<file path="src/itd_pkg.sv">
// Shared constants and types for the instruction timing decoder core.
// Assumes a 16-bit program word and a byte-wide data memory of 1024 bytes.
package itd_pkg;

  // Instruction cycle phases, four system clocks per cycle
  typedef enum logic [1:0] {
    ITD_PH0 = 2'b00,
    ITD_PH1 = 2'b01,
    ITD_PH2 = 2'b10,
    ITD_PH3 = 2'b11
  } itd_phase_e;

  localparam int unsigned CLK_PERIOD_NS = 20;
  localparam int unsigned PHASES        = 4;

  localparam int unsigned PC_W    = 11;
  localparam int unsigned DM_AW   = 10;
  localparam int unsigned STACK_D = 8;
  localparam int unsigned SP_W    = 3;

  // Reset values and increment steps
  localparam logic [PC_W-1:0] PC_RESET  = 11'h000;
  localparam logic [PC_W-1:0] PC_STEP   = 11'h001;
  localparam logic [7:0]      ACC_RESET = 8'h00;
  localparam logic [15:0]     IR_RESET  = 16'h0000;
  localparam logic [SP_W-1:0] SP_RESET  = 3'h0;
  localparam logic [SP_W-1:0] SP_STEP   = 3'h1;

  // Fixed addresses
  localparam logic [1:0] DM_SECTOR0       = 2'h0;
  localparam logic [7:0] PC_LOW_BYTE_ADDR = 8'h06;
  localparam logic [2:0] TBL_PAGE         = 3'h7;

  // Instruction word fields
  localparam int unsigned OPC_MSB  = 15;
  localparam int unsigned OPC_LSB  = 11;
  localparam int unsigned DEST_BIT = 10;
  localparam int unsigned IMM_BIT  = 9;
  localparam int unsigned BIT_MSB  = 10;
  localparam int unsigned BIT_LSB  = 8;

  typedef enum logic [4:0] {
    OP_NOP           = 5'h00,
    OP_XFER_A_M      = 5'h01,
    OP_XFER_M_A      = 5'h02,
    OP_XFER_A_X      = 5'h03,
    OP_ADD           = 5'h04,
    OP_ADC           = 5'h05,
    OP_SUB           = 5'h06,
    OP_SBC           = 5'h07,
    OP_AND           = 5'h08,
    OP_OR            = 5'h09,
    OP_XOR           = 5'h0a,
    OP_COMPLEMENT    = 5'h0b,
    OP_ADD_ONE       = 5'h0c,
    OP_SUB_ONE       = 5'h0d,
    OP_ROT_RIGHT     = 5'h0e,
    OP_ROT_LEFT      = 5'h0f,
    OP_ROT_RIGHT_C   = 5'h10,
    OP_ROT_LEFT_C    = 5'h11,
    OP_BIT_CLEAR     = 5'h12,
    OP_BIT_SET       = 5'h13,
    OP_SKIP_ZERO     = 5'h14,
    OP_SKIP_NZERO    = 5'h15,
    OP_SKIP_BZERO    = 5'h16,
    OP_SKIP_BNZERO   = 5'h17,
    OP_UNCOND_BRANCH = 5'h18,
    OP_CALL          = 5'h19,
    OP_SUB_EXIT      = 5'h1a,
    OP_INT_EXIT      = 5'h1b,
    OP_TABLE_READ    = 5'h1c,
    OP_POWER_DOWN    = 5'h1d
  } itd_op_e;

endpackage : itd_pkg

</file>
<file path="src/itd_alu_if.sv">
// Carrier between the sequencing core and its byte ALU.
// Assumes the ALU is purely combinational.
`timescale 1ns/1ps
interface itd_alu_if;
  import itd_pkg::*;
  itd_op_e    op;
  logic [7:0] a;
  logic [7:0] b;
  logic       cin;
  logic [2:0] bit_idx;
  logic [7:0] result;
  logic       cout;
  logic       zero;

  modport core (output op, a, b, cin, bit_idx, input result, cout, zero);
  modport alu  (input op, a, b, cin, bit_idx, output result, cout, zero);
endinterface : itd_alu_if

</file>
<file path="src/itd_alu.sv">
// Combinational byte ALU for the instruction timing decoder core.
// Assumes the core latches results only at the last phase of a cycle.
`timescale 1ns/1ps
module itd_alu
  import itd_pkg::*;
(
  itd_alu_if.alu bus  // Operands in, result and flags out
);

  logic [8:0] wide;
  logic [7:0] mask;

  always_comb begin
    wide       = 9'h000;
    // bit index selects bit 0 to 7
    mask       = 8'h01 << bus.bit_idx;
    bus.result = bus.b;
    bus.cout   = bus.cin;
    case (bus.op)
      OP_XFER_M_A:  bus.result = bus.a;
      OP_XFER_A_M,
      OP_XFER_A_X:  bus.result = bus.b;
      OP_ADD, OP_ADC: begin
        wide       = {1'b0, bus.a} + {1'b0, bus.b}
                   + {8'h00, (bus.op == OP_ADC) & bus.cin};
        bus.result = wide[7:0];
        bus.cout   = wide[8];
      end
      OP_SUB, OP_SBC: begin
        wide       = {1'b0, bus.a} - {1'b0, bus.b}
                   - {8'h00, (bus.op == OP_SBC) & ~bus.cin};
        bus.result = wide[7:0];
        bus.cout   = ~wide[8];
      end
      OP_AND:        bus.result = bus.a & bus.b;
      OP_OR:         bus.result = bus.a | bus.b;
      OP_XOR:        bus.result = bus.a ^ bus.b;
      OP_COMPLEMENT: bus.result = ~bus.b;
      OP_ADD_ONE:    bus.result = bus.b + 8'h01;
      OP_SUB_ONE:    bus.result = bus.b - 8'h01;
      OP_ROT_RIGHT:  bus.result = {bus.b[0], bus.b[7:1]};
      OP_ROT_LEFT:   bus.result = {bus.b[6:0], bus.b[7]};
      OP_ROT_RIGHT_C: begin
        bus.result = {bus.cin, bus.b[7:1]};
        bus.cout   = bus.b[0];
      end
      OP_ROT_LEFT_C: begin
        bus.result = {bus.b[6:0], bus.cin};
        bus.cout   = bus.b[7];
      end
      OP_BIT_CLEAR:  bus.result = bus.b & ~mask;
      OP_BIT_SET:    bus.result = bus.b | mask;
      default:       bus.result = bus.b;
    endcase
    bus.zero = (bus.result == 8'h00);
  end

endmodule : itd_alu

</file>
<file path="src/itd_core.sv">
// Instruction sequencing and decode core, 8-bit accumulator machine.
// Assumes program memory answers prog_addr within three clocks and data
// memory answers dm_addr within two clocks; dm writes occur at the next edge.
// Function
// - Instruction cycle is four system clocks
// - Branches, calls, returns, table reads take two
// - Writing PC low byte adds a cycle
// - Taken skip costs one extra cycle
// - Zero logic result sets zero flag
// - Accumulator is the working register
// - Carry on overflow, borrow via carry
// - Increment and decrement change by one
// - Rotate one bit, circular or through carry
// - Call saves return, exit resumes there
// - Jump loads target, saves nothing
// - Conditional test skips or executes next
// - Bit set/clear is read-modify-write
// - Table read fetches program memory data
// - Dedicated power-down instruction
// - Direct addressing limited to sector 0
// - Bit index selects positions 0 to 7
// - Transfers both ways, immediate to accumulator
// - Interrupt exit sets enable, plain keeps it
`timescale 1ns/1ps
module itd_core
  import itd_pkg::*;
(
  input  wire logic             clk,               // System clock, 50 MHz
  input  wire logic             resetn,            // Async reset, active low
  output logic      [PC_W-1:0]  prog_addr,         // Program memory address
  input  wire logic [15:0]      prog_data,         // Program memory word
  output logic      [DM_AW-1:0] dm_addr,           // Data memory address
  input  wire logic [7:0]       dm_rdata,          // Data memory read byte
  output logic      [7:0]       dm_wdata,          // Data memory write byte
  output logic                  dm_we,             // Data memory write strobe
  input  wire logic             wake_req,          // Leave power-down
  output logic      [7:0]       acc_value,         // Accumulator
  output logic                  carry_flag,        // Carry flag
  output logic                  zero_flag,         // Zero flag
  output logic                  global_irq_enable, // Global interrupt enable
  output logic                  halted,            // Power-down state
  output logic      [7:0]       tbl_high_byte,     // Upper byte of table word
  output itd_phase_e            cycle_phase,       // Current clock phase
  output logic                  instr_done         // One clock per executed op
);

  itd_alu_if alu_bus ();

  itd_alu u_alu (
    .bus (alu_bus.alu)
  );

  // Sequencer state
  logic [PC_W-1:0] pc;
  logic [15:0]     ir;
  logic            ir_valid;
  logic [SP_W-1:0] sp;
  logic [PC_W-1:0] stack [STACK_D];
  logic [7:0]      operand;
  logic            tbl_pending;
  logic [7:0]      tbl_dest;

  logic [PC_W-1:0] next_pc;
  logic [15:0]     next_ir;
  logic            next_ir_valid;
  logic [SP_W-1:0] next_sp;
  logic [PC_W-1:0] next_stack [STACK_D];
  logic [7:0]      next_operand;
  logic            next_tbl_pending;
  logic [7:0]      next_tbl_dest;
  logic [PC_W-1:0] next_prog_addr;
  logic [DM_AW-1:0] next_dm_addr;
  logic [7:0]      next_dm_wdata;
  logic            next_dm_we;
  logic [7:0]      next_acc;
  logic            next_carry;
  logic            next_zero;
  logic            next_gie;
  logic            next_halted;
  logic [7:0]      next_tbl_high;
  logic            next_instr_done;
  itd_phase_e      next_phase;

  // Decode of the instruction held in ir
  itd_op_e         op;
  logic            dest_mem;
  logic            use_imm;
  logic [2:0]      bit_idx;
  logic            exec_now;
  logic            alu_group;
  logic            imm_capable;
  logic            wr_acc;
  logic            wr_mem;
  logic            upd_z;
  logic            upd_c;
  logic            skip_hit;
  logic            pcl_hit;

  assign op          = itd_op_e'(ir[OPC_MSB:OPC_LSB]);
  assign dest_mem    = ir[DEST_BIT];
  assign use_imm     = ir[IMM_BIT];
  assign bit_idx     = ir[BIT_MSB:BIT_LSB];
  // Execution only at the last phase; a halted or table cycle executes nothing
  assign exec_now    = (cycle_phase == ITD_PH3) && ir_valid && !halted && !tbl_pending;
  assign alu_group   = (op >= OP_ADD) && (op <= OP_ROT_LEFT_C);
  assign imm_capable = (op >= OP_ADD) && (op <= OP_XOR) && use_imm;
  assign wr_acc      = (op == OP_XFER_A_M) || (op == OP_XFER_A_X)
                     || (alu_group && (!dest_mem || imm_capable));
  assign wr_mem      = (op == OP_XFER_M_A) || (op == OP_BIT_CLEAR) || (op == OP_BIT_SET)
                     || (alu_group && dest_mem && !imm_capable);
  assign upd_z       = (op >= OP_ADD) && (op <= OP_SUB_ONE);
  assign upd_c       = ((op >= OP_ADD) && (op <= OP_SBC))
                     || (op == OP_ROT_RIGHT_C) || (op == OP_ROT_LEFT_C);
  assign pcl_hit     = wr_mem && (ir[7:0] == PC_LOW_BYTE_ADDR);

  always_comb begin
    case (op)
      OP_SKIP_ZERO:   skip_hit = (operand == 8'h00);
      OP_SKIP_NZERO:  skip_hit = (operand != 8'h00);
      OP_SKIP_BZERO:  skip_hit = !operand[bit_idx];
      OP_SKIP_BNZERO: skip_hit = operand[bit_idx];
      default:        skip_hit = 1'b0;
    endcase
  end

  assign alu_bus.op      = op;
  assign alu_bus.a       = acc_value;
  assign alu_bus.b       = (imm_capable || op == OP_XFER_A_X) ? ir[7:0] : operand;
  assign alu_bus.cin     = carry_flag;
  assign alu_bus.bit_idx = bit_idx;

  always_comb begin
    case (cycle_phase)
      ITD_PH0: next_phase = ITD_PH1;
      ITD_PH1: next_phase = ITD_PH2;
      ITD_PH2: next_phase = ITD_PH3;
      ITD_PH3: next_phase = ITD_PH0;
      default: next_phase = ITD_PH0;
    endcase
  end

  always_ff @(posedge clk or negedge resetn) begin
    if (!resetn) begin
      cycle_phase <= ITD_PH0;
    end else begin
      cycle_phase <= next_phase;
    end
  end

  always_comb begin
    next_pc          = pc;
    next_ir          = ir;
    next_ir_valid    = ir_valid;
    next_sp          = sp;
    next_stack       = stack;
    next_operand     = operand;
    next_tbl_pending = tbl_pending;
    next_tbl_dest    = tbl_dest;
    next_prog_addr   = prog_addr;
    next_dm_addr     = dm_addr;
    next_dm_wdata    = dm_wdata;
    next_dm_we       = 1'b0;
    next_acc         = acc_value;
    next_carry       = carry_flag;
    next_zero        = zero_flag;
    next_gie         = global_irq_enable;
    next_halted      = halted && !wake_req;
    next_tbl_high    = tbl_high_byte;
    next_instr_done  = 1'b0;
    case (cycle_phase)
      ITD_PH0: begin
        next_prog_addr = tbl_pending ? {TBL_PAGE, acc_value} : pc;
        next_dm_addr   = {DM_SECTOR0, tbl_pending ? tbl_dest : ir[7:0]};
      end
      ITD_PH1: begin
        next_operand = operand;
      end
      ITD_PH2: begin
        next_operand = dm_rdata;
      end
      ITD_PH3: begin
        if (tbl_pending) begin
          next_dm_we       = 1'b1;
          next_dm_wdata    = prog_data[7:0];
          next_tbl_high    = prog_data[15:8];
          next_tbl_pending = 1'b0;
        end else if (!halted) begin
          next_ir       = prog_data;
          next_ir_valid = 1'b1;
          next_pc       = pc + PC_STEP;
          if (ir_valid) begin
            next_instr_done = 1'b1;
            if (wr_acc) begin
              next_acc = alu_bus.result;
            end
            if (upd_z) begin
              next_zero = alu_bus.zero;
            end
            if (upd_c) begin
              next_carry = alu_bus.cout;
            end
            if (wr_mem) begin
              if (pcl_hit) begin
                next_pc       = {pc[PC_W-1:8], alu_bus.result};
                next_ir_valid = 1'b0;
              end else begin
                next_dm_we    = 1'b1;
                next_dm_wdata = alu_bus.result;
              end
            end
            if (skip_hit) begin
              next_ir_valid = 1'b0;
            end
            case (op)
              OP_UNCOND_BRANCH: begin
                next_pc       = ir[PC_W-1:0];
                next_ir_valid = 1'b0;
              end
              OP_CALL: begin
                next_stack[sp] = pc;
                next_sp        = sp + SP_STEP;
                next_pc        = ir[PC_W-1:0];
                next_ir_valid  = 1'b0;
              end
              OP_SUB_EXIT, OP_INT_EXIT: begin
                next_sp       = sp - SP_STEP;
                next_pc       = stack[sp - SP_STEP];
                next_ir_valid = 1'b0;
                if (op == OP_INT_EXIT) begin
                  next_gie = 1'b1;
                end
              end
              OP_TABLE_READ: begin
                next_tbl_pending = 1'b1;
                next_tbl_dest    = ir[7:0];
              end
              OP_POWER_DOWN: begin
                next_halted = 1'b1;
              end
              default: begin
                next_sp = sp;
              end
            endcase
          end
        end
      end
      default: begin
        next_operand = operand;
      end
    endcase
  end

  always_ff @(posedge clk or negedge resetn) begin
    if (!resetn) begin
      pc                <= PC_RESET;
      ir                <= IR_RESET;
      ir_valid          <= 1'b0;
      sp                <= SP_RESET;
      for (int i = 0; i < STACK_D; i++) begin
        stack[i] <= PC_RESET;
      end
      operand           <= ACC_RESET;
      tbl_pending       <= 1'b0;
      tbl_dest          <= ACC_RESET;
      prog_addr         <= PC_RESET;
      dm_addr           <= {DM_SECTOR0, ACC_RESET};
      dm_wdata          <= ACC_RESET;
      dm_we             <= 1'b0;
      acc_value         <= ACC_RESET;
      carry_flag        <= 1'b0;
      zero_flag         <= 1'b0;
      global_irq_enable <= 1'b0;
      halted            <= 1'b0;
      tbl_high_byte     <= ACC_RESET;
      instr_done        <= 1'b0;
    end else begin
      pc                <= next_pc;
      ir                <= next_ir;
      ir_valid          <= next_ir_valid;
      sp                <= next_sp;
      stack             <= next_stack;
      operand           <= next_operand;
      tbl_pending       <= next_tbl_pending;
      tbl_dest          <= next_tbl_dest;
      prog_addr         <= next_prog_addr;
      dm_addr           <= next_dm_addr;
      dm_wdata          <= next_dm_wdata;
      dm_we             <= next_dm_we;
      acc_value         <= next_acc;
      carry_flag        <= next_carry;
      zero_flag         <= next_zero;
      global_irq_enable <= next_gie;
      halted            <= next_halted;
      tbl_high_byte     <= next_tbl_high;
      instr_done        <= next_instr_done;
    end
  end

  // Checks on the sequencing behaviour
  a_phase_wrap: assert property (@(posedge clk) disable iff (!resetn)
    (cycle_phase == ITD_PH3) |=> (cycle_phase == ITD_PH0) ##3 (cycle_phase == ITD_PH3))
    else $error("phase did not return after four clocks");

  a_phase_start: assert property (@(posedge clk)
    $rose(resetn) |-> (cycle_phase == ITD_PH0))
    else $error("phase not at first phase after reset");

  a_branch_flush: assert property (@(posedge clk) disable iff (!resetn)
    (exec_now && op == OP_UNCOND_BRANCH) |=>
      (!ir_valid && pc == $past(ir[PC_W-1:0]) && sp == $past(sp)))
    else $error("jump did not load target or touched stack");

  a_call_save: assert property (@(posedge clk) disable iff (!resetn)
    (exec_now && op == OP_CALL) |=>
      (stack[$past(sp)] == $past(pc) && sp == $past(sp) + SP_STEP && !ir_valid))
    else $error("call did not save return address");

  a_int_exit: assert property (@(posedge clk) disable iff (!resetn)
    (exec_now && op == OP_INT_EXIT) |=> (global_irq_enable && pc == stack[sp]))
    else $error("interrupt exit did not restore or enable");

  a_plain_exit: assert property (@(posedge clk) disable iff (!resetn)
    (exec_now && op == OP_SUB_EXIT) |=>
      (global_irq_enable == $past(global_irq_enable) && pc == stack[sp]))
    else $error("plain exit changed enable or address");

  a_skip_cost: assert property (@(posedge clk) disable iff (!resetn)
    exec_now |=> (ir_valid == !$past(skip_hit || pcl_hit || op == OP_UNCOND_BRANCH
      || op == OP_CALL || op == OP_SUB_EXIT || op == OP_INT_EXIT)))
    else $error("fetch kept or dropped wrongly");

  a_logic_zero: assert property (@(posedge clk) disable iff (!resetn)
    (exec_now && op >= OP_AND && op <= OP_COMPLEMENT && alu_bus.result == 8'h00)
      |=> zero_flag)
    else $error("zero flag not set on zero logic result");

  a_pcl_jump: assert property (@(posedge clk) disable iff (!resetn)
    (exec_now && pcl_hit) |=> (!ir_valid && !dm_we && pc[7:0] == $past(alu_bus.result)))
    else $error("PC low byte write did not jump");

  a_bit_rmw: assert property (@(posedge clk) disable iff (!resetn)
    (exec_now && op == OP_BIT_SET) |=>
      (dm_we && dm_wdata == ($past(operand) | (8'h01 << $past(bit_idx)))))
    else $error("bit set changed other bits");

  a_add_carry: assert property (@(posedge clk) disable iff (!resetn)
    (exec_now && op == OP_ADD) |=>
      (carry_flag == (({1'b0, $past(acc_value)} + {1'b0, $past(alu_bus.b)}) > 9'h0ff)))
    else $error("carry wrong after add");

  a_table_fetch: assert property (@(posedge clk) disable iff (!resetn)
    (exec_now && op == OP_TABLE_READ) |=> ##1
      (prog_addr == {TBL_PAGE, acc_value}) ##3 (dm_we && dm_wdata == $past(prog_data[7:0])))
    else $error("table read did not fetch and store");

  a_power_down: assert property (@(posedge clk) disable iff (!resetn)
    (exec_now && op == OP_POWER_DOWN && !wake_req) |=> halted)
    else $error("power-down not entered");

  a_sector_zero: assert property (@(posedge clk) disable iff (!resetn)
    dm_addr[DM_AW-1:8] == DM_SECTOR0)
    else $error("data address left sector 0");

endmodule : itd_core

</file>
<file path="config.mk">
export PLATFORM = sky130hd
export DESIGN_NAME = itd_core
export DESIGN_NICKNAME = d
export VERILOG_FILES = /design/src/itd_pkg.sv /design/src/itd_alu_if.sv /design/src/itd_alu.sv /design/src/itd_core.sv
export SDC_FILE = /design/constraint.sdc
export NUM_CORES = 1
export LEC_CHECK = 0
export ABC_AREA = 1
export BUFFER_PORTS_ARGS = -buffer_cell sky130_fd_sc_hd__clkbuf_2
export CORE_MARGIN = 5
export CORE_UTILIZATION = 30
export DETAILED_ROUTE_END_ITERATION = 12
export GPL_TIMING_DRIVEN = 0
export PLACE_DENSITY = 0.5
export SLEW_MARGIN = 20
export SYNTH_ARGS = -nofsm -noshare
export SYNTH_HDL_FRONTEND = slang
export SYNTH_SLANG_ARGS = --single-unit
</file>
<file path="constraint.sdc">
create_clock -name clk -period 5.7 [get_ports clk]
set_input_delay 1.14 -clock clk [delete_from_list [all_inputs] [get_ports clk]]
set_output_delay 1.14 -clock clk [all_outputs]
set_load 0.03 [all_outputs]
</file>
Yosys cells after proc, flatten, opt, wreduce, memory -nomap -nowiden
Cells that the tools add are included.
{"block": "totals", "reg_bits": 187, "in_bits": 27, "word_cells": 194, "ramBits": 0, "latchBits": 0, "romBits": 0, "memories": 0}
{"block": "classes", "add_sub_neg": 9, "shifts": 1, "eq_ne": 36, "bitwise": 15, "muxes": 48, "n_mul": 0, "order_cmp": 9, "n_reduce_logical": 48, "div_mod_pow": 0}
{"cell": "one-hot mux 8 bit (15 select lines)", "count": 1}
{"cell": "bitwise mux 88 bit", "count": 1}
{"cell": "2-to-1 mux 11 bit", "count": 7}
{"cell": "== test 5 bit, second input constant", "count": 14}
{"cell": "2-to-1 mux 8 bit", "count": 7}
{"cell": "== test 5 x 4 -> 1 bit, second input constant", "count": 8}
{"cell": "binary-select mux 11 bit (select 3 bit)", "count": 1}
{"cell": "demux 11 bit (select 3 bit)", "count": 1}
{"cell": "AND reduction 5 bit", "count": 6}
{"cell": "2-to-1 mux 1 bit", "count": 24}
{"cell": "one-hot mux 11 bit (2 select lines)", "count": 1}
{"cell": "== test 5 x 3 -> 1 bit, second input constant", "count": 4}
{"cell": "AND 8 bit", "count": 2}
{"cell": "logical NOT 8 bit", "count": 2}
{"cell": "inverter 8 bit", "count": 2}
{"cell": "bitwise OR 8 bit", "count": 2}
{"cell": "AND reduction 6 bit", "count": 2}
{"cell": "adder 11 x 1 -> 11 bit, second input constant", "count": 1}
{"cell": "logical AND 1 bit", "count": 11}
{"cell": "== test 5 x 2 -> 1 bit, second input constant", "count": 2}
{"cell": "<= comparator 5 x 4 -> 1 bit, second input constant", "count": 2}
{"cell": "adder 8 x 8 -> 9 bit", "count": 1}
{"cell": "adder 9 x 1 -> 9 bit", "count": 1}
{"cell": "logical OR 1 bit", "count": 9}
{"cell": "other kinds (38)", "count": 54}

Longest topological paths before layout
Gate-level depths: netlist (run 1).
{"block": "logic_depth", "word_depth": 13, "depth_mapped": 30, "mapped_depth_nobuf": 29}

Cells and area by module
Synthesis (run 1) repeated with hierarchy kept, for this count alone.
{"block": "unflattened", "hier_cells": 1606, "area_unflattened_um2": 11487.3}
{"mod": "itd_core", "seq_area_each_um2": 4679.5, "instances": 1, "cells_per_inst": 1120, "area_per_inst_um2": 9047.4}
{"mod": "itd_alu", "seq_area_each_um2": 0.0, "instances": 1, "cells_per_inst": 486, "area_per_inst_um2": 2439.8}

Worst setup path after synthesis (run 1)
No wires, ideal clock.
{"block": "synth_path", "path_type": "reg-to-reg", "start": "register ir[11]", "end": "register carry_flag", "required_ps": 5573, "period_less_slack_ps": 3230, "slack_ps": 2470, "stages_incl_launch_ff": 26, "arrival_ps": 3103, "path_buffers": 2, "path_cell_list": "dfrtp_1 buf_2 nor2_4 nand3_2 nand2_2 nand2_4 nand2_4 buf_6 nand2_1 nand2_1 inv_1 ha_1 inv_1 ha_1 a21oi_1 nor2_1 o21ai_0 nand2_1 nand2_1 nand2_1 a21oi_1 nand2_1 nand3_1 nand4_1 nand2_1 o21ai_0"}
{"block": "synth_between", "elab_chain_cells": 9, "word_cells_on_any_way": 29, "cone_classes": "add/sub (4); order compare (3); eq/ne (7); mux (2); bitwise (3); reduce/logical (10)"}
{"item": "from (decl)", "line": "itd_core.sv:55", "text": "logic [15:0] ir;"}
{"item": "from (signal assigned)", "line": "itd_core.sv:278", "text": "ir <= next_ir;"}
{"item": ">= comparator 5 x 3 -> 1 bit or <= comparator 5 x 4 -> 1 bit (tied branches)", "line": "itd_core.sv:106, itd_core.sv:112"}
{"item": "logical AND 1 bit (2 in a row)", "line": "itd_core.sv:106", "text": "assign imm_capable = (op >= OP_ADD) && (op <= OP_XOR) && use_imm;"}
{"item": "logical OR 1 bit", "line": "itd_core.sv:128", "text": "assign alu_bus.b = (imm_capable || op == OP_XFER_A_X) ? ir[7:0] : operand;"}
{"item": "2-to-1 mux 8 bit", "line": "itd_core.sv:128"}
{"item": "subtractor 8 x 8 -> 9 bit", "line": "itd_alu.sv:30", "text": "wide = {1'b0, bus.a} - {1'b0, bus.b}"}
{"item": "subtractor 9 x 1 -> 9 bit", "line": "itd_alu.sv:31", "text": "- {8'h00, (bus.op == OP_SBC) & ~bus.cin};"}
{"item": "inverter 1 bit", "line": "itd_alu.sv:33", "text": "bus.cout = ~wide[8];"}
{"item": "one-hot mux 1 bit (4 select lines)", "line": "itd_alu.sv:19", "text": "case (bus.op)"}
{"item": "to (signal assigned)", "line": "itd_core.sv:290", "text": "carry_flag <= next_carry;"}
{"item": "to (decl)", "line": "itd_core.sv:38", "text": "output logic carry_flag,"}
Parallel ways exist; a longest one is shown, timed or not.
A chain may end at the register's enable or synchronous reset.

Worst setup path in the final report (run 1)
{"block": "layout_path", "start": "register ir[11]", "end": "register pc[6]"}
{"block": "layout_between", "elab_chain_cells": 12, "word_cells_on_any_way": 60, "cone_classes": "add/sub (6); order compare (3); eq/ne (22); mux (6); bitwise (8); reduce/logical (15)"}
{"item": ">= comparator 5 x 3 -> 1 bit or <= comparator 5 x 4 -> 1 bit (tied branches)", "line": "itd_core.sv:105, itd_core.sv:106"}
{"item": "logical AND 1 bit (2 in a row)", "line": "itd_core.sv:106"}
{"item": "logical OR 1 bit", "line": "itd_core.sv:128"}
{"item": "2-to-1 mux 8 bit", "line": "itd_core.sv:128"}
{"item": "subtractor 8 x 8 -> 9 bit or adder 8 x 8 -> 9 bit (tied branches)", "line": "itd_alu.sv:30, itd_alu.sv:24"}
{"item": "subtractor 9 x 1 -> 9 bit or adder 9 x 1 -> 9 bit (tied branches)", "line": "itd_alu.sv:31, itd_alu.sv:25"}
{"item": "one-hot mux 8 bit (15 select lines)", "line": "itd_alu.sv:19"}
{"item": "2-to-1 mux 11 bit", "line": "itd_core.sv:203", "text": "if (pcl_hit) begin"}
{"item": "2-to-1 mux 11 bit", "line": "itd_core.sv:202", "text": "if (wr_mem) begin"}
{"item": "one-hot mux 11 bit (2 select lines) (*)", "line": "itd_core.sv:214", "text": "case (op)"}
{"item": "2-to-1 mux 11 bit (*)", "line": "itd_core.sv:191", "text": "if (ir_valid) begin"}
{"item": "to (signal assigned)", "line": "itd_core.sv:277", "text": "pc <= next_pc;"}
{"item": "to (decl)", "line": "itd_core.sv:54", "text": "logic [PC_W-1:0] pc;"}
Every way passes the cells marked *; elsewhere a longest branch is shown, timed or not. The select of a mux whose other input is x is not followed.

==> flow_summary.json, run 1 <==
{
  "worst_pin_slew_ns": 0.811,
  "detailedRoute.firstPassIterationCount": 5,
  "cts_inserted_buffers": 17,
  "hold_end": "stack[46]",
  "path_clk_slew_ns": 0.08,
  "pwr_density_cell_nw_per_um2": 396,
  "p_switching_mw": 2.29,
  "htreeDepth": 4,
  "combPwrFrac_pct": 41.9,
  "required_ns": 6.03,
  "rsz0062_at_grt": "no",
  "nets": 1672,
  "async_reset_ff_share_pct": 100,
  "cp-start-kind": "flip-flop",
  "critPathLaunch": "ir[11]",
  "grt_max_degree": 85,
  "clock_path_buffers": 2,
  "r2r-end": "pc[6]",
  "post_cts_resized": 0,
  "die-area_sq_um": 40900,
  "setup_viol": 0,
  "end_kind": "flip-flop",
  "holdPathStages": 2,
  "drv_slew": 0,
  "syn_area_sq_um": 11100,
  "postCtsSetupRepairBufs": 0,
  "final_area_sq_um": 12700,
  "ys.flop_type": "dfrtp_1",
  "synth_area_leader_cell": "dfrtp_1",
  "drive_gt1_share_pct": 11.3,
  "synth-simple-area-share_pct": 26.5,
  "cts_tree": "yes",
  "synth.avg_cell_area_sq_um": 7.37,
  "grt_antenna_before_repair": 0,
  "yosys.area_share.xor_xnor_pct": 0.947,
  "cts_sinks": 187,
  "clk_latency_ns": 0.45,
  "synth_edf_count": 0,
  "critPathMaxFanout": 10,
  "synth_fa_ha_area_share_pct": 4.78,
  "start_util_pct": 30.3,
  "via_count": 10800,
  "switching_share_pct": 45.5,
  "path_class": "reg -> reg",
  "synth_top_family_by_area": "simple AND/OR/NAND/NOR gates",
  "fin_crit_sh_pct": 75.9,
  "drt_iter0_markers": 987,
  "dp_hpwl_mm": 31.8,
  "grt_pass1_vias": 10400,
  "overflow": 0,
  "wire_per_inst_um": 19.9,
  "intPower_mw": 2.75,
  "core_area_sq_um": 36600,
  "layout_commonest_cell": "nand2_1",
  "place_congestion": 0.939,
  "die_x_um": 202,
  "synthTopCellsByArea": "dfrtp_1 (42%), nand2_1 (14%), o21ai_0 (10%)",
  "ant_nets": 0,
  "layout_common_cells": "nand2_1 (409), o21ai_0 (230), dfrtp_1 (187)",
  "vias_per_cell": 5.16,
  "die_h_um": 202,
  "cts_hold_buf": 0,
  "hold_class": "reg -> reg",
  "n_antenna_cell": 0,
  "max_freq_mhz": 231,
  "finalPower_mw": 5.04,
  "synthMuxAreaShare_pct": 0.812,
  "r2r-start": "ir[11]",
  "finalWirelength_mm": 41.5,
  "slew_headroom_pct": 45.9,
  "grt_usage_pct": 20.2,
  "rows": 70,
  "portBuffers": 77,
  "hp-start": "stack[46]",
  "placed_cell_area_sq_um": 12100,
  "ir_worst_vdd_v": 0.000230,
  "syn2layout_area_growth_pct": 14.6,
  "ys_seq_elements": 187,
  "cts_root_buffer": "clkbuf_16",
  "ioPinCount": 80,
  "syn_inst": 1506,
  "synth_compound_area_share_pct": 17.2,
  "ys_seq_area_share_pct": 42.2,
  "post-route-drc-count": 0,
  "power_frac_seq_pct": 33.7,
  "hold_viol_final": 0,
  "min_period_ns": 4.33,
  "leakagePower_nw": 6.14,
  "ys_warn_count": 0,
  "ff2ff_path_depth": 23,
  "maxCapViolCount": 0,
  "synth_cell_types": 47,
  "grt_pass1_wl_mm": 64.0,
  "status": "finished, final reports clean",
  "reg2reg_setup_slack_ns": 1.37,
  "worstPathArrival_ns": 4.66,
  "synth_top_cell_area_share_pct": 42.2,
  "clkPwrFrac_pct": 24.3,
  "fin_skew_ns": 0.0123
}
[cell usage after synthesis, drive strengths merged, types with 7 or more instances]
cell type,n
a21oi,54
a22oi,10
a31oi,8
a32o,7
buf,27
clkbuf,37
dfrtp,187
ha,36
inv,139
mux2,8
nand2,426
nand3,84
nand4,14
nor2,158
o21ai,239
o22ai,19
xor2,10
[cell families (layout without fill, tap and decap cells)]
| family | count (synthesis) | after routing |
|---|---|---|
| AND/OR/NAND/NOR | 700 | 700 |
| AO/OA/AOI/OAI | 353 | 353 |
| buffers and inverters | 205 | 316 |
| flip-flops | 187 | 187 |
| adder cells (fa/ha/maj) | 40 | 40 |
| XOR/XNOR | 12 | 12 |
| multiplexers | 8 | 8 |
| other | 1 | 2 |
[registers in the layout (all words and copies together), names as in the netlist, 2 cells and up]
| signal | flops |
|---|---|
| stack | 88 |
| ir | 16 |
| pc | 11 |
| prog_addr | 11 |
| acc_value | 8 |
| dm_addr | 8 |
| dm_wdata | 8 |
| operand | 8 |
| tbl_dest | 8 |
| tbl_high_byte | 8 |
| sp | 3 |
| cycle_phase | 2 |
[area by class of cell]
type | count | area (sq um)
Inverter | 141 | 532
Sequential cell | 187 | 4680
Multi-Input combinational cell | 1115 | 5580
Timing Repair Buffer | 79 | 449
Fill cell | 4004 | 23900
Tap cell | 468 | 586
Clock inverter | 15 | 160
Clock buffer | 17 | 425
Buffer | 64 | 310
[metal layers]
layer  GRT usage (%)  routed length (um)  vias to the layer above  share of wire, %
li1                -                   -                     5155                 -
met3            3.85                3000                       39               7.2
met1            30.4               20000                     5180                48
met5               0                   0                        -                 0
met2            30.3               17900                      381                43
met4            4.10                 633                        0               1.5
[worst max-delay path by stage]
stage | end | slack (ns) | cells after the start
2_1_floorplan | carry_flag | 2.47 | 25
3_3_place_gp | acc_value[3] | -0.27 | 1
3_5_place_dp | pc[6] | 1.42 | 23
4_1_cts | pc[6] | 1.38 | 23
5_1_grt | pc[6] | 0.98 | 23
6_report | pc[6] | 1.37 | 23
[metrics by stage]
stage | std cells | worst slack (ns) | hold slack, ns | utilization (%) | setup TNS (ns)
6_report | 2086 | 1.37 | 0.485 | 34.8 | 0
5_1_grt | 2086 | 0.981 | 0.506 | 34.8 | 0
4_1_cts | 2086 | 1.38 | 0.487 | 34.8 | 0
3_5_place_dp | 2054 | 1.42 | 0.468 | 33.2 | 0
3_3_place_gp | 2052 | -0.274 | 0.462 | 33.0 | -45.44
2_1_floorplan | 1507 | 2.47 | 0.448 | - | 0
[critical path, stage by stage, from the launching register on]
cell	delay, ns
dfrtp_1	0.36
buf_2	0.19
nor2_4	0.19
nand3_2	0.19
nand2_2	0.14
nand2_4	0.08
nand2_4	0.10
buf_6	0.14
nand2_1	0.09
nand2_1	0.12
inv_1	0.13
ha_1	0.37
inv_1	0.15
ha_1	0.39
a21oi_1	0.21
nor2_1	0.08
o21ai_0	0.21
nand3_1	0.11
nand3_1	0.11
nand2_1	0.07
nor2_1	0.10
nand4_1	0.31
a21oi_1	0.29
o21ai_1	0.08
[power by group through the flow]
| stage | clock, mW | sequential (mW) | combinational (mW) |
|---|---|---|---|
| 3_5_place_dp | 0 | 1.72 | 2.09 |
| 5_1_grt | 1.30 | 1.73 | 2.32 |
| 6_report | 1.23 | 1.70 | 2.11 |
| 4_1_cts | 1.25 | 1.70 | 2.10 |
| 3_3_place_gp | 0 | 1.72 | 2.07 |
| 2_1_floorplan | 0 | 1.84 | 1.14 |
Note: power is estimated with default switching activity, not from simulation.
==> run 2, diff against run 1 <==
- clock period: 5.7 -> 4.4 ns (I/O delays scaled with it)
==> run 2 against run 1 <==
Die area unchanged. Largest cell class unchanged. Wire length about the same. Critical path type unchanged. Fmax up 5.2%.
==> flow_summary.json, run 2 (synthesis gave the netlist of run 1 again) <==
{
  "status": "finished, final reports clean",
  "dp_hpwl_mm": 31.8,
  "leakagePower_nw": 6.15,
  "detailedRoute.firstPassIterationCount": 5,
  "ir_worst_vdd_v": 0.000298,
  "hold_viol_final": 0,
  "hold_class": "in -> async",
  "worstPathArrival_ns": 4.45,
  "regMostFlops": "stack",
  "via_count": 10800,
  "start_util_pct": 30.3,
  "ff2ff_path_depth": 23,
  "grt_usage_pct": 20.2,
  "wire_per_inst_um": 19.9,
  "clk_latency_ns": 0.45,
  "cts_tree": "yes",
  "grt_pass1_vias": 10400,
  "cts_inserted_buffers": 17,
  "core_area_sq_um": 36600,
  "placed_cell_area_sq_um": 12100,
  "n_antenna_cell": 0,
  "largest_reg_flops": 88,
  "rsz0062_at_grt": "no",
  "layout_common_cells": "nand2_1 (408), o21ai_0 (229), dfrtp_1 (187)",
  "portBuffers": 77,
  "max_freq_mhz": 243,
  "place_congestion": 0.939,
  "final_area_sq_um": 12800,
  "nets": 1674,
  "ant_nets": 0,
  "layout_commonest_cell": "nand2_1",
  "path_class": "reg -> reg",
  "fin_crit_sh_pct": 93.5,
  "critPathMaxFanout": 10,
  "worst_pin_slew_ns": 0.795,
  "min_period_ns": 4.11,
  "die_x_um": 202,
  "fillers": 3999,
  "required_ns": 4.74,
  "grt_max_degree": 85,
  "drt_iter0_markers": 932,
  "cts_sinks": 187,
  "final_cell_count_no_fill": 2088,
  "pwr_density_cell_nw_per_um2": 514,
  "grt_pass1_wl_mm": 64.0,
  "vias_per_cell": 5.17,
  "cts_root_buffer": "clkbuf_16",
  "syn2layout_area_growth_pct": 15.1,
  "top_regs": "stack x88, ir x16",
  "clock_path_buffers": 2,
  "die_h_um": 202,
  "grt_antenna_before_repair": 0,
  "post-route-drc-count": 0,
  "maxCapViolCount": 0,
  "cts_hold_buf": 0,
  "pre_cts_ws_ns": 0.120,
  "finalPower_mw": 6.57,
  "die-area_sq_um": 40900,
  "rows": 70,
  "finalWirelength_mm": 41.5,
  "drive_gt1_share_pct": 11.7,
  "drv_slew": 0,
  "fin_skew_ns": 0.0114,
  "path_clk_slew_ns": 0.08,
  "setup_viol": 0,
  "ioPinCount": 80,
  "end_kind": "flip-flop",
  "dpl.cell_count": 2054,
  "worst_slack_ns": 0.287,
  "slew_headroom_pct": 47.0,
  "cp-start-kind": "flip-flop",
  "final_core_util_pct": 34.9,
  "htreeDepth": 4,
  "overflow": 0
}
-- run 2: per-stage QoR --
stage,hold slack [ns],TNS [ns]
2_1_floorplan,0.448,0
6_report,0.345,0
3_3_place_gp,0.462,-239.92
5_1_grt,0.362,0
3_5_place_dp,0.468,0
4_1_cts,0.345,0
-- run 2: worst paths after layout --
path | from | end | slack [ns]
worst max-delay path | ir[11] | dm_wdata[4] | 0.29
worst min-delay path | resetn | stack[83] | 0.34
worst max register to register | ir[11] | dm_wdata[4] | 0.29
worst min register to register | prog_addr[6] | prog_addr[6] | 0.49
max in group asynchronous | resetn | ir[4] | 3.30
min in group clk | prog_addr[6] | prog_addr[6] | 0.49
-- run 2: layout make-up --
| class | count | area [sq um] | share of cell area [%] |
|---|---|---|---|
| Sequential cell | 187 | 4680 | 36.6 |
| Tap cell | 468 | 586 | 4.58 |
| Inverter | 141 | 532 | 4.16 |
| Clock buffer | 17 | 425 | 3.33 |
| Clock inverter | 15 | 160 | 1.25 |
| Buffer | 63 | 307 | 2.40 |
| Multi-Input combinational cell | 1115 | 5610 | 43.9 |
| Timing Repair Buffer | 82 | 472 | 3.69 |
-- run 2: what timing repair did --
| item | 4_1_cts | 5_1_grt |
|---|---|---|
| gates resized for setup | 0 | 6 |
| setup endpoints to repair | 0 | 13 |
| hold endpoints to repair | 0 | 0 |
| setup buffers | 0 | 3 |
-- run 2: routing by layer --
layer  wire length [um]  vias to the layer above  GRT usage [%]
li1                   -                     5166              -
met3               2790                       44           3.85
met2              17800                      386           30.3
met5                  0                        -              0
met1              20300                     5195           30.4
met4                617                        0           4.10
-- run 2: power breakdown --
part           switching (mW)  internal, mW
combinational            1.98         0.794
clock                   0.746         0.847
sequential              0.261          1.94
-- run 2: critical path, cell delays in order, from the launching register on --
cell and delay (ns):
dfrtp_1 0.36, buf_2 0.19, nor2_4 0.20, nand3_2 0.19
nand2_2 0.14, nand2_4 0.08, nand2_4 0.10, buf_6 0.14
nand2_1 0.10, nand2_1 0.12, inv_1 0.14, ha_1 0.37
inv_1 0.18, ha_4 0.34, a21oi_2 0.06, nor2_1 0.13
nand3b_1 0.17, nand3_1 0.10, nor2_1 0.17, nand2_1 0.12
nor3_4 0.24, buf_4 0.16, o21ai_0 0.08, o21a_1 0.13
